## src/rtl/prcfg_cfg.svh

```systemverilog
// Field positions, reset values and sizes of the configuration register block
`ifndef PRCFG_CFG_SVH
`define PRCFG_CFG_SVH
`define PRCFG_BUS_RESET    16'h9D4F
`define PRCFG_REF_RESET    16'h0070
`define PRCFG_ADDR_W       22
`define PRCFG_FIFO_DEPTH   32
`define PRCFG_SEL_BIT      19
`define PRCFG_BL_HI        2
`define PRCFG_BL_LO        0
`define PRCFG_WRAP_BIT     3
`define PRCFG_DRV_HI       5
`define PRCFG_DRV_LO       4
`define PRCFG_WAITCFG_BIT  8
`define PRCFG_WAITPOL_BIT  10
`define PRCFG_LAT_HI       13
`define PRCFG_LAT_LO       11
`define PRCFG_OPMODE_BIT   15
`define PRCFG_BL_4         3'h1
`define PRCFG_BL_8         3'h2
`define PRCFG_BL_16        3'h3
`define PRCFG_BL_CONT      3'h7
`endif

```

## src/rtl/prcfg_pkg.sv

```systemverilog
// Types shared by the configuration register block
package prcfg_pkg;
   typedef enum logic [1:0] {BST_IDLE, BST_LAT, BST_DATA, BST_DRAIN} prcfg_burst_t;
   typedef logic [15:0] prcfg_word_t;
endpackage : prcfg_pkg

```

## src/rtl/prcfg_top.sv

```systemverilog
// Configuration registers, pin front end and burst sequencer of the pseudo-static RAM
// Notes on behaviour
// - Registers load defaults at reset; host changes in standby.
// - Select high turns writes into register loads.
// - Select low routes accesses to the array.
// - Register value comes from the address pins.
// - Async load on first rising strobe; byte enables ignored.
// - Address bit 19 picks bus or refresh register.
// - Register read drives selected sixteen bits on data.
// - Bus setup register resets to 9D4F.
// - Burst length field gives 4, 8, 16, continuous.
// - Continuous burst counts on, rolling over to zero.
// - Wrap bit one means sequential, overriding length.
// - Wrapped burst cycles modulo length inside aligned block.
// - Wrap and length only affect reads.
// - Impedance field sets output drive strength.
// - Wait timing bit sets wait lead over data.
// - Wait polarity bit sets asserted level.
// - Operating mode bit picks synchronous or asynchronous.
// - Three-bit latency code, default three.
// - Code N gives N clocks to first data.
// - Refresh setup register resets to 0070.
`include "prcfg_cfg.svh"

module prcfg_fifo #(
   parameter int WIDTH = 16,
   parameter int DEPTH = `PRCFG_FIFO_DEPTH
) (
   input  wire logic             clk,
   input  wire logic             rst,
   input  wire logic             inValid,
   output logic                  inReady,
   input  wire logic [WIDTH-1:0] inData,
   output logic                  outValid,
   input  wire logic             outReady,
   output logic [WIDTH-1:0]      outData
);
   localparam int AW = $clog2(DEPTH);
   localparam logic [AW:0] FULL_CNT = (AW+1)'(DEPTH);

   logic [WIDTH-1:0] mem [DEPTH];
   logic [AW:0]      wrPtr_q;
   logic [AW:0]      rdPtr_q;

   // Depth must be a power of two so the extra pointer bit marks full
   assign outValid = wrPtr_q != rdPtr_q;
   assign inReady  = (wrPtr_q - rdPtr_q) != FULL_CNT;
   assign outData  = mem[rdPtr_q[AW-1:0]];

   always_ff @(posedge clk) begin
      if (inValid && inReady) begin
         mem[wrPtr_q[AW-1:0]] <= inData;
      end
   end

   always_ff @(posedge clk or posedge rst) begin
      if (rst) begin
         wrPtr_q <= '0;
         rdPtr_q <= '0;
      end else begin
         if (inValid && inReady) begin
            wrPtr_q <= wrPtr_q + 1'b1;
         end
         if (outValid && outReady) begin
            rdPtr_q <= rdPtr_q + 1'b1;
         end
      end
   end
endmodule : prcfg_fifo

module prcfg_top import prcfg_pkg::*; #(
   parameter int ADDR_W = `PRCFG_ADDR_W,
   parameter int DEPTH  = `PRCFG_FIFO_DEPTH
) (
   input  wire logic              core_clk,
   input  wire logic              sys_rst,
   input  wire logic              memClk,
   input  wire logic              cfgSpaceSelect,
   input  wire logic              chipEnableN,
   input  wire logic              addrValidStrobeN,
   input  wire logic              writeEnableN,
   input  wire logic              outputEnableN,
   input  wire logic              lowByteEnableN,
   input  wire logic              highByteEnableN,
   input  wire logic [ADDR_W-1:0] addrIn,
   input  wire logic [15:0]       dqIn,
   output logic [15:0]            dqOut,
   output logic                   dqOeN,
   output logic                   waitOut,
   output logic [1:0]             driveStrength,
   output logic                   syncMode,
   output logic [15:0]            busSetupReg,
   output logic [15:0]            refreshSetupReg,
   output logic                   arrReqValid,
   input  wire logic              arrReqReady,
   output logic                   arrReqWrite,
   output logic [ADDR_W-1:0]      arrReqAddr,
   output logic [15:0]            arrReqData,
   output logic [1:0]             arrReqByteEnN,
   input  wire logic              arrRdValid,
   output logic                   arrRdReady,
   input  wire logic [15:0]       arrRdData
);
   localparam int PW = 8 + ADDR_W + 16;
   localparam int IW = $clog2(DEPTH + 1);
   localparam logic [IW-1:0] INFL_MAX = IW'(DEPTH);
   // Strobes idle high so no edge is seen at the release of reset
   localparam logic [PW-1:0] PINS_IDLE = {2'h0, 6'h3F, (PW-8)'(0)};

   logic [PW-1:0]     pinsM_q;
   logic [PW-1:0]     pinsS_q;
   logic [PW-1:0]     pinsP_q;
   logic              clkS, selS, ceNS, advNS, weNS, oeNS, lbNS, ubNS;
   logic              clkP, selP, ceNP, advNP, weNP, oeNP, lbNP, ubNP;
   logic [ADDR_W-1:0] addrS, addrP, addrW;
   logic [15:0]       dqS, dqP;
   prcfg_word_t       bus_q, ref_q, dqOut_q;
   prcfg_burst_t      state_q;
   logic [2:0]        latCnt_q, latCode, blField;
   logic [ADDR_W-1:0] burstAddr_q, rdAddr_q, wrapMask, nextRdAddr;
   logic [IW-1:0]     inflight_q;
   logic [3:0]        edgeCnt_q;
   logic              syncSeen_q, armed_q, bWrite_q, rdDone_q, dqOeN_q;
   logic              waitLvl_q, waitPre_q, waitAct;
   logic              reqValid_q, reqWrite_q;
   logic [ADDR_W-1:0] reqAddr_q;
   logic [15:0]       reqData_q;
   logic [1:0]        reqBe_q;
   logic              clkRise, syncStart, cfgSyncWr, wrEdge, asyncWrEdge;
   logic              cfgAsyncWr, arrAsyncWr, cfgWr, regRead, wrapOn;
   logic              inBurst, burstStart, readPresent, burstWrPush, burstRdIssue;
   logic              asyncRdOn, asyncRdIssue, reqFree, reqIssueRd, popAny;
   logic              fifoOutValid;
   logic [15:0]       fifoOutData;

   // Three flops on every pin, link clock included
   always_ff @(posedge core_clk or posedge sys_rst) begin
      if (sys_rst) begin
         pinsM_q <= PINS_IDLE;
         pinsS_q <= PINS_IDLE;
         pinsP_q <= PINS_IDLE;
      end else begin
         pinsM_q <= {memClk, cfgSpaceSelect, chipEnableN, addrValidStrobeN, writeEnableN,
                     outputEnableN, lowByteEnableN, highByteEnableN, addrIn, dqIn};
         pinsS_q <= pinsM_q;
         pinsP_q <= pinsS_q;
      end
   end

   assign {clkS, selS, ceNS, advNS, weNS, oeNS, lbNS, ubNS, addrS, dqS} = pinsS_q;
   assign {clkP, selP, ceNP, advNP, weNP, oeNP, lbNP, ubNP, addrP, dqP} = pinsP_q;

   assign clkRise   = clkS & ~clkP;
   assign syncMode  = ~bus_q[`PRCFG_OPMODE_BIT];
   assign syncStart = clkRise & ~ceNS & ~advNS & syncMode;
   assign cfgSyncWr = syncStart & selS & ~weNS;
   assign wrEdge    = (advNS & ~advNP) | (ceNS & ~ceNP) | (weNS & ~weNP);
   // Only the first rising strobe of a write cycle loads; byte enables unused
   assign asyncWrEdge = wrEdge & ~ceNP & ~weNP & armed_q & ~syncSeen_q;
   assign cfgAsyncWr  = asyncWrEdge & selP;
   assign arrAsyncWr  = asyncWrEdge & ~selP;
   assign cfgWr       = cfgSyncWr | cfgAsyncWr;
   assign addrW       = cfgSyncWr ? addrS : addrP;
   assign regRead     = selS & ~ceNS & ~oeNS & weNS;

   always_ff @(posedge core_clk or posedge sys_rst) begin
      if (sys_rst) begin
         armed_q    <= 1'b1;
         syncSeen_q <= 1'b0;
      end else begin
         if (asyncWrEdge) begin
            armed_q <= 1'b0;
         end else if (ceNS || weNS) begin
            armed_q <= 1'b1;
         end
         // A clocked cycle must not also load again when its strobes rise
         if (ceNS && ceNP) begin
            syncSeen_q <= 1'b0;
         end else if (clkRise && !ceNS) begin
            syncSeen_q <= 1'b1;
         end
      end
   end

   always_ff @(posedge core_clk or posedge sys_rst) begin
      if (sys_rst) begin
         bus_q <= `PRCFG_BUS_RESET;
         ref_q <= `PRCFG_REF_RESET;
      end else if (cfgWr) begin
         if (addrW[`PRCFG_SEL_BIT]) begin
            bus_q <= addrW[15:0];
         end else begin
            ref_q <= addrW[15:0];
         end
      end
   end

   assign latCode = bus_q[`PRCFG_LAT_HI:`PRCFG_LAT_LO];
   assign blField = bus_q[`PRCFG_BL_HI:`PRCFG_BL_LO];

   // Wrap mask from burst length; no-wrap bit overrides any length
   always_comb begin
      wrapMask = '0;
      unique case (blField)
         `PRCFG_BL_4:  wrapMask = ADDR_W'(4'h3);
         `PRCFG_BL_8:  wrapMask = ADDR_W'(4'h7);
         `PRCFG_BL_16: wrapMask = ADDR_W'(4'hF);
         default:      wrapMask = '0;
      endcase
   end
   assign wrapOn = ~bus_q[`PRCFG_WRAP_BIT] & (wrapMask != '0);
   assign nextRdAddr = wrapOn ?
                       ((burstAddr_q & ~wrapMask) | ((burstAddr_q + 1'b1) & wrapMask))
                       : burstAddr_q + 1'b1;

   assign inBurst      = (state_q == BST_LAT) || (state_q == BST_DATA);
   assign burstStart   = syncStart & ~selS & (state_q == BST_IDLE);
   assign readPresent  = clkRise & inBurst & ~ceNS & ~bWrite_q &
                         (((state_q == BST_LAT) && (latCnt_q <= 3'h1)) || (state_q == BST_DATA));
   assign burstWrPush  = clkRise & (state_q == BST_DATA) & ~ceNS & bWrite_q;
   assign burstRdIssue = inBurst & ~ceNS & ~bWrite_q & ~reqValid_q & (inflight_q < INFL_MAX);
   assign asyncRdOn    = ~selS & ~ceNS & ~oeNS & weNS & ~syncMode & (state_q == BST_IDLE);
   assign asyncRdIssue = asyncRdOn & ~reqValid_q & (inflight_q == '0) &
                         (~rdDone_q | (addrS != rdAddr_q));
   assign reqFree      = ~reqValid_q | arrReqReady;
   assign reqIssueRd   = burstRdIssue | asyncRdIssue;
   // Outside a burst anything left over is drained; only an asynchronous read in idle passes the popped word to dqOut
   assign popAny       = fifoOutValid & (readPresent | ~inBurst);

   always_ff @(posedge core_clk or posedge sys_rst) begin
      if (sys_rst) begin
         state_q  <= BST_IDLE;
         latCnt_q <= 3'h0;
         bWrite_q <= 1'b0;
      end else begin
         unique case (state_q)
            BST_IDLE: begin
               if (burstStart) begin
                  state_q  <= BST_LAT;
                  latCnt_q <= latCode;
                  bWrite_q <= ~weNS;
               end
            end
            BST_LAT: begin
               if (ceNS) begin
                  state_q <= BST_DRAIN;
               end else if (clkRise) begin
                  latCnt_q <= latCnt_q - 1'b1;
                  if (latCnt_q <= 3'h1) begin
                     state_q <= BST_DATA;
                  end
               end
            end
            BST_DATA: begin
               if (ceNS) begin
                  state_q <= BST_DRAIN;
               end
            end
            BST_DRAIN: begin
               if (inflight_q == '0) begin
                  state_q <= BST_IDLE;
               end
            end
         endcase
      end
   end

   always_ff @(posedge core_clk or posedge sys_rst) begin
      if (sys_rst) begin
         burstAddr_q <= '0;
      end else if (burstStart) begin
         burstAddr_q <= addrS;
      end else if (burstWrPush) begin
         burstAddr_q <= burstAddr_q + 1'b1;
      end else if (burstRdIssue) begin
         burstAddr_q <= nextRdAddr;
      end
   end

   always_ff @(posedge core_clk or posedge sys_rst) begin
      if (sys_rst) begin
         rdDone_q <= 1'b0;
         rdAddr_q <= '0;
      end else if (asyncRdIssue) begin
         rdDone_q <= 1'b1;
         rdAddr_q <= addrS;
      end else if (!asyncRdOn) begin
         rdDone_q <= 1'b0;
      end
   end

   // Writes arriving while the request slot is busy are lost
   always_ff @(posedge core_clk or posedge sys_rst) begin
      if (sys_rst) begin
         reqValid_q <= 1'b0;
         reqWrite_q <= 1'b0;
         reqAddr_q  <= '0;
         reqData_q  <= 16'h0000;
         reqBe_q    <= 2'h3;
      end else if (arrAsyncWr && reqFree) begin
         reqValid_q <= 1'b1;
         reqWrite_q <= 1'b1;
         reqAddr_q  <= addrP;
         reqData_q  <= dqP;
         reqBe_q    <= {ubNP, lbNP};
      end else if (burstWrPush && reqFree) begin
         reqValid_q <= 1'b1;
         reqWrite_q <= 1'b1;
         reqAddr_q  <= burstAddr_q;
         reqData_q  <= dqS;
         reqBe_q    <= {ubNS, lbNS};
      end else if (reqIssueRd) begin
         reqValid_q <= 1'b1;
         reqWrite_q <= 1'b0;
         reqAddr_q  <= burstRdIssue ? burstAddr_q : addrS;
         reqBe_q    <= 2'h0;
      end else if (arrReqReady) begin
         reqValid_q <= 1'b0;
      end
   end

   always_ff @(posedge core_clk or posedge sys_rst) begin
      if (sys_rst) begin
         inflight_q <= '0;
      end else begin
         inflight_q <= inflight_q + IW'(reqIssueRd) - IW'(popAny);
      end
   end

   prcfg_fifo #(
      .WIDTH (16),
      .DEPTH (DEPTH)
   ) u_rdFifo (
      .clk      (core_clk),
      .rst      (sys_rst),
      .inValid  (arrRdValid),
      .inReady  (arrRdReady),
      .inData   (arrRdData),
      .outValid (fifoOutValid),
      .outReady (popAny),
      .outData  (fifoOutData)
   );

   always_ff @(posedge core_clk or posedge sys_rst) begin
      if (sys_rst) begin
         dqOut_q <= 16'h0000;
         dqOeN_q <= 1'b1;
      end else begin
         if (regRead) begin
            dqOut_q <= addrS[`PRCFG_SEL_BIT] ? bus_q : ref_q;
         end else if (popAny && (readPresent || asyncRdOn)) begin
            dqOut_q <= fifoOutData;
         end
         dqOeN_q <= ~(regRead | asyncRdOn |
                      (inBurst & ~bWrite_q & ~ceNS & ~oeNS & ~selS));
      end
   end

   // Early copy leads the first data word by one link clock; in the data phase both copies move with data
   always_ff @(posedge core_clk or posedge sys_rst) begin
      if (sys_rst) begin
         waitLvl_q <= 1'b0;
         waitPre_q <= 1'b0;
      end else if (burstStart) begin
         waitLvl_q <= 1'b1;
         waitPre_q <= 1'b1;
      end else if (!inBurst) begin
         waitLvl_q <= 1'b0;
         waitPre_q <= 1'b0;
      end else if (clkRise) begin
         if (((state_q == BST_LAT) && (latCnt_q <= 3'h1)) || (state_q == BST_DATA)) begin
            waitLvl_q <= ~bWrite_q & ~fifoOutValid;
         end
         if (state_q == BST_LAT) begin
            waitPre_q <= latCnt_q > 3'h2;
         end else begin
            waitPre_q <= ~bWrite_q & ~fifoOutValid;
         end
      end
   end

   assign waitAct = inBurst & (bus_q[`PRCFG_WAITCFG_BIT] ? waitPre_q : waitLvl_q);
   assign waitOut = waitAct == bus_q[`PRCFG_WAITPOL_BIT];

   assign dqOut           = dqOut_q;
   assign dqOeN           = dqOeN_q;
   assign driveStrength   = bus_q[`PRCFG_DRV_HI:`PRCFG_DRV_LO];
   assign busSetupReg     = bus_q;
   assign refreshSetupReg = ref_q;
   assign arrReqValid     = reqValid_q;
   assign arrReqWrite     = reqWrite_q;
   assign arrReqAddr      = reqAddr_q;
   assign arrReqData      = reqData_q;
   assign arrReqByteEnN   = reqBe_q;

   // Helper for the latency check only
   always_ff @(posedge core_clk or posedge sys_rst) begin
      if (sys_rst) begin
         edgeCnt_q <= 4'h0;
      end else if (burstStart) begin
         edgeCnt_q <= 4'h0;
      end else if (clkRise && inBurst) begin
         edgeCnt_q <= edgeCnt_q + 1'b1;
      end
   end
endmodule : prcfg_top
```

## config.mk

```make
export PLATFORM = sky130hd
export DESIGN_NAME = prcfg_top
export DESIGN_NICKNAME = d
export VERILOG_FILES = /design/src/rtl/prcfg_pkg.sv /design/src/rtl/prcfg_top.sv
export VERILOG_INCLUDE_DIRS = /design/src /design/src/rtl
export SDC_FILE = /design/constraint.sdc
export NUM_CORES = 1
export LEC_CHECK = 0
export BUFFER_PORTS_ARGS = -buffer_cell sky130_fd_sc_hd__buf_2
export CAP_MARGIN = 20
export CORE_UTILIZATION = 42
export DETAILED_ROUTE_END_ITERATION = 10
export SLEW_MARGIN = 20
export SYNTH_ARGS = -nofsm -noshare
export SYNTH_HDL_FRONTEND = slang
export SYNTH_HIERARCHICAL = 1
export SYNTH_SLANG_ARGS = --single-unit
```

## constraint.sdc

```tcl
create_clock -name core_clk -period 11.48 [get_ports core_clk]
set_input_delay 3.444 -clock core_clk [delete_from_list [all_inputs] [get_ports core_clk]]
set_output_delay 3.444 -clock core_clk [all_outputs]
set_load 0.005 [all_outputs]
```

==> results.md, run 1 <==
- Crit path kind: flip-flop to primary output
- CP Data Required Time: 8040 ps
- Ys Warns: 6
- Endpoints failing hold: 0
- Width of the die: 278 microns
- Synth async-reset ratio: 37.0%
- DR WL/cell: 23.5 microns
- Flops & latches, synth: 813
- GR Util met1: 26.8%
- Vias: 17,100
- Setup violations, final: 0
- Final ANT Viol Nets: 0
- Placed instance area: 33,900 sq um
- CP arrival: 4050 ps
- Syn_area_per_cell: 17.2 sq um
- DRT Wirelength: 72.9 mm
- Share of cells above drive strength 1: 28.2%
- Iteration-0 DRC Markers: 1,361
- Switch Pwr: 2.72 mW
- RR Endpoint: u_rdFifo/mem[18][9]
- Num rows: 100
- Design Area, Final: 36,800 sq um
- Grt met3 use: 3.18%
- Port Buffers: 161
- Largest net degree at the start of global routing: 151
- Hold Path Class: flip-flop to flip-flop
- Hold buffers post-CTS: 0
- Clock sinks: 813
- RSZ-0062 raised after global routing: no
- Dpl hpwl: 45.7 mm
- Initial antenna violation count: 2
- Worst Path Max Fanout: 19
- Synth top area share: 48.1%
- Vias in the first global route: 17,600
- Top_reg_cell synth: edfxtp_1
- Cell count after placement: 2,945
- Rel. slew slack: 25.1%
- Clk Latency, worst-skew pair: 640 ps
- Synth cell types: 67
- Final Max Tran Viols: 0
- GP Congestion: 0.855
- Worst slack, placed: 4680 ps
- Outcome: complete, no violations
- Clk_skew: 19.3 ps
- Reg2reg setup slack: 6920 ps
- Clk pwr share: 30.8%
- Layout net count: 2,155
- Minimum clock period after layout: 7490 ps
- DRC: 0
- Startpoint types: flip-flop
- Hold Path Cell Cnt: 0
- Worst-Margin Slew: 1120 ps
- Pwr dens: 242 nW/um^2
- Worst-path clk slew: 60 ps
- CTS tree: built
- Core region area: 74,800 sq um
- Met2 usage: 31.6%
- Post-synth EDFFs: 512
- Sum Neg Setup Slack: 0 ps
- Post-CTS Setup Bufs: 0
- WHS Endpoint: pinsS_q[5]
- Crit share post-route: 65.2%
- Clock H-tree levels: 3
- Comb pwr share: 26.4%
- Die Ht: 278 microns
- Overall routing resource usage: 19.2%
- Internal power: 6.19 mW
- Worst hold margin: 334 ps
- R2R Path Start: u_rdFifo/rdPtr_q[3]
- Clock root buffer: clkbuf_16
- Total CTS buffers: 84
- Total global routing overflow: 0
- Vias per inst: 5.52
- Clk buf depth: 3
- Ant diodes: 0
- Area of the die: 77,200 sq um
- Share of the yosys chip area belonging to registers: 71.9%
- Most common cell after layout, fill and taps aside: edfxtp_1
- PostCTS Resize Cnt: 0
- Sequential power share: 42.8%
- DRT Pass-1 Iters: 5
- VDD IR max: 0.164 mV
- FMAX: 134 MHz
- Max cap viols: 0
- Global-route wire length before repair: 111 mm
- Mapped cell area: 31,900 sq um
- Initial core utilization: 42.7%
- GR peak layer: met2
- Top Ports: 162
- Capturing element type of the critical path: primary output
- Min-Delay Startpoint: pinsM_q[5]
- Final worst slack: 3990 ps
- Design Power: 8.91 mW
- R2r worst-path depth: 9
- Cell taking the most area after synthesis: edfxtp_1
- Layout area overhead: 15.1%
- Post-Layout Cell Count: 3,102
- Ranking of synthesized cells by area: edfxtp_1 48%, dfrtp_1 21%, mux4_2 11%, dfstp_2 2.8%, mux2i_1 2.4%
- Cells after synthesis: 1,860
- Commonest non-fill, non-tap cells in the layout: 512 x edfxtp_1, 265 x dfrtp_1, 161 x buf_2, 160 x mux4_2, 151 x nand2_1
- Leakage power: 13.6 nW
- Syn_nets: 1,953
- Final Util: 49.1%
- Switching part of the total: 30.5%
[power by group through the flow]
stage          clock network, mW  logic [mW]  registers (mW)
2_1_floorplan                  0        1.66            3.70
6_report                    2.75        2.35            3.81
4_1_cts                     2.81        2.38            3.82
3_3_place_gp                   0        2.34            3.86
5_1_grt                     2.92        2.55            3.86
3_5_place_dp                   0        2.37            3.87
[cell families after synthesis]
group                      Yosys count  synth area share, %
adders and majority gates           27                 1.08
AOI/OAI and AO/OA                  230                 4.12
and+or+nand+nor                    340                 4.75
buffers and inverters              127                 1.79
muxes                              280                 15.2
DFF                                813                 71.9
xor gates and xnor gates            43                 1.18
[Yosys cell counts (all sizes together), types with 2 or more instances]
| cell type | instances |
|---|---|
| dfrtp | 267 |
| nor4b | 3 |
| buf | 42 |
| dfstp | 34 |
| nor2b | 8 |
| nand2 | 151 |
| nand4 | 11 |
| xor2 | 8 |
| xnor2 | 35 |
| and4 | 4 |
| o211ai | 5 |
| clkbuf | 54 |
| nand2b | 5 |
| o21ai | 121 |
| or3 | 5 |
| or3b | 2 |
| nor3 | 16 |
| nor3b | 3 |
| ha | 26 |
| or2 | 2 |
| mux4 | 160 |
| o21a | 3 |
| o21bai | 4 |
| a21o | 2 |
| mux2 | 45 |
| and2 | 3 |
| mux2i | 75 |
| o22ai | 2 |
| a211oi | 2 |
| nor2 | 94 |
| nor4 | 11 |
| inv | 30 |
| and3 | 4 |
| nand3b | 3 |
| o2bb2ai | 3 |
| a31oi | 4 |
| nand3 | 13 |
| edfxtp | 512 |
| o221ai | 2 |
| a211o | 3 |
| a21oi | 67 |
[cell type report]
class	count	area (sq um)
flip-flops and latches	813	23000
multi-input cells	920	8450
repair buffers	212	1200
clock buffers	118	2380
well taps	969	1210
clock inverters	39	447
fillers	6193	38100
inverters	31	129
[metal layers]
layer | wire [microns] | up-vias
met4 | 1440 | 2
met1 | 31600 | 9017
met3 | 3790 | 101
li1 | - | 7514
met2 | 36100 | 488
met5 | 13 | -
[sequential cells by signal, indices dropped and copies added, names as in the netlist, 3 cells and up, named ones only]
name,flops
u_rdFifo/mem,512
pinsM_q,46
pinsS_q,46
pinsP_q,45
arrReqAddr,22
rdAddr_q,22
burstAddr_q,19
arrReqData,16
busSetupReg,16
dqOut,16
refreshSetupReg,16
inflight_q,6
u_rdFifo/rdPtr_q,6
u_rdFifo/wrPtr_q,6
latCnt_q,3
[worst max-delay path: stages (launching register included)]
cell,delay (ps)
dfrtp_1,820
clkinv_1,640
ha_1,520
o21ai_0,100
a21oi_1,260
nor4_1,100
a311oi_2,580
or2_2,270
buf_2,120
[worst max path at each step]
stage,startpoint,end,slack [ps],cells past startpoint
floorplan,sys_rst,asynchronous set/reset pin,110,1
global placement,u_rdFifo/rdPtr_q[3],arrRdReady,4890,8
detailed placement,u_rdFifo/rdPtr_q[3],arrRdReady,4680,8
CTS,u_rdFifo/rdPtr_q[3],arrRdReady,4000,8
global route,u_rdFifo/rdPtr_q[3],arrRdReady,3750,8
finish,u_rdFifo/rdPtr_q[3],arrRdReady,3990,8
Note: power is estimated with default switching activity, not from simulation.
==> run 2, diff against run 1 <==
==> constraint.sdc (replaced) <==
create_clock -name core_clk -period 7.4 [get_ports core_clk]
set_input_delay 2.22 -clock core_clk [delete_from_list [all_inputs] [get_ports core_clk]]
set_output_delay 2.22 -clock core_clk [all_outputs]
set_load 0.005 [all_outputs]
==> run 2 against run 1 <==
Clock power up 55%. Setup slack got worse by 2500 ps. Die area unchanged. Utilization is 0.057 points higher. Via count is 0.18% lower. Critical path depth rose by 1. Register-to-register slack worse by 3900 ps. Final area increased by 0.12%. Global-route usage grew 0.27 points. Hold slack improved by 14 ps. Largest cell class unchanged.
==> results.md, run 2 (synthesized netlist as in run 1, its figures left out) <==
- Outcome: complete, no violations
- Width of the die: 278 microns
- Area of the die: 77,200 sq um
- DRT Pass-1 Iters: 5
- Hold buffers post-CTS: 0
- Iteration-0 DRC Markers: 1,305
- Worst-Margin Slew: 1110 ps
- Worst hold margin: 347 ps
- Clk_skew: 19.8 ps
- Worst Path Max Fanout: 19
- RSZ-0062 raised after global routing: no
- Share of cells above drive strength 1: 28.1%
- Rel. slew slack: 25.2%
- Vias in the first global route: 17,500
- FMAX: 170 MHz
- Total global routing overflow: 0
- Total CTS buffers: 86
- DR WL/cell: 23.9 microns
- CTS tree: built
- Capturing element type of the critical path: primary output
- Largest register FFs: 512
- Vias per inst: 5.50
- Overall routing resource usage: 19.5%
- Max cap viols: 0
- Kind of cell adding the most delay to the critical path: compound AO/OA/AOI/OAI gates
- Design Power: 13.8 mW
- Pwr dens: 376 nW/um^2
- Leakage power: 13.6 nW
- Crit path kind: flip-flop to primary output
- Worst path slowest cell: dfrtp_1
- Sum Neg Setup Slack: 0 ps
- Die Ht: 278 microns
- Design Area, Final: 36,800 sq um
- Initial antenna violation count: 4
- CP arrival: 3660 ps
- Global-route wire length before repair: 112 mm
- Endpoints failing hold: 0
- Final worst slack: 1520 ps
- CP Data Required Time: 5180 ps
- VDD IR max: 0.229 mV
- Clock sinks: 813
- Dpl hpwl: 45.9 mm
- Clk buf depth: 3
- Num rows: 100
- Hold Path Class: flip-flop to flip-flop
- Final ANT Viol Nets: 0
- Initial core utilization: 42.7%
- WP buf/inv: 3
- Core region area: 74,800 sq um
- Clk Latency, worst-skew pair: 620 ps
- Setup violations, final: 0
- Most common cell after layout, fill and taps aside: edfxtp_1
- PostCTS Resize Cnt: 0
- DRT Wirelength: 74.1 mm
- DRC: 0
- Top Ports: 162
- Layout net count: 2,161
- Layout area overhead: 15.3%
- Slowest cell delay on critical path: 860 ps
- Vias: 17,100
- Worst-path clk slew: 60 ps
- GP Congestion: 0.852
- Cell Chain, Critical Path: clkinv_1 -> buf_4 -> ha_1 -> o21ai_0 -> a21oi_1 -> nor4_1 -> a311oi_2 -> or2_2 -> buf_2
- Final Max Tran Viols: 0
- Commonest non-fill, non-tap cells in the layout: 512 x edfxtp_1, 265 x dfrtp_1, 161 x buf_2, 160 x mux4_2, 151 x nand2_1
- Post-CTS Setup Bufs: 0
- Crit share post-route: 79.4%
- Startpoint types: flip-flop
- Largest net degree at the start of global routing: 175
- Clock H-tree levels: 3
- Clock root buffer: clkbuf_16
- Minimum clock period after layout: 5880 ps
- Placed instance area: 34,000 sq um
- Worst slack, placed: 2250 ps
- Port Buffers: 161
-- run 2: layout make-up --
class | count | area, sq um
tap | 969 | 1210
multi-input combinational | 920 | 8450
clock inverter | 39 | 403
timing repair buffer | 216 | 1240
antenna | 1 | 2.50
inverter | 31 | 120
clock buffer | 118 | 2430
fill | 6239 | 38000
sequential | 813 | 23000
-- run 2: metrics by stage --
stage	cells	utilization (%)
finish	3107	49.2
global route	3106	49.2
CTS	3106	49.2
detailed placement	2949	45.4
global placement	2949	45.4
floorplan	1860	-
-- run 2: worst paths after layout --
check	startpoint	to	slack [ps]	cells past startpoint
max	u_rdFifo/rdPtr_q[3]	arrRdReady	1520	9
min	pinsM_q[35]	pinsS_q[35]	350	0
max reg2reg	u_rdFifo/rdPtr_q[3]	u_rdFifo/mem[30][1]	3000	10
min reg2reg	pinsM_q[35]	pinsS_q[35]	350	0
max in group asynchronous	sys_rst	rdAddr_q[8]	4570	3
min in group asynchronous	sys_rst	dqOut[2]	1610	2
-- run 2: metal layers --
layer,share of wire (%),track usage (%),wire [microns],vias to the layer above
li1,-,-,-,7535
met1,42,26.6,31500,8891
met2,49,31.5,36000,538
met3,6.1,3.76,4510,125
met4,2.8,6.23,2090,2
met5,0.023,0,17,-
-- run 2: power by group --
group | switching (mW) | internal [mW]
clock network | 1.72 | 2.54
logic | 2.07 | 1.70
registers | 0.388 | 5.41
total | 4.19 | 9.65
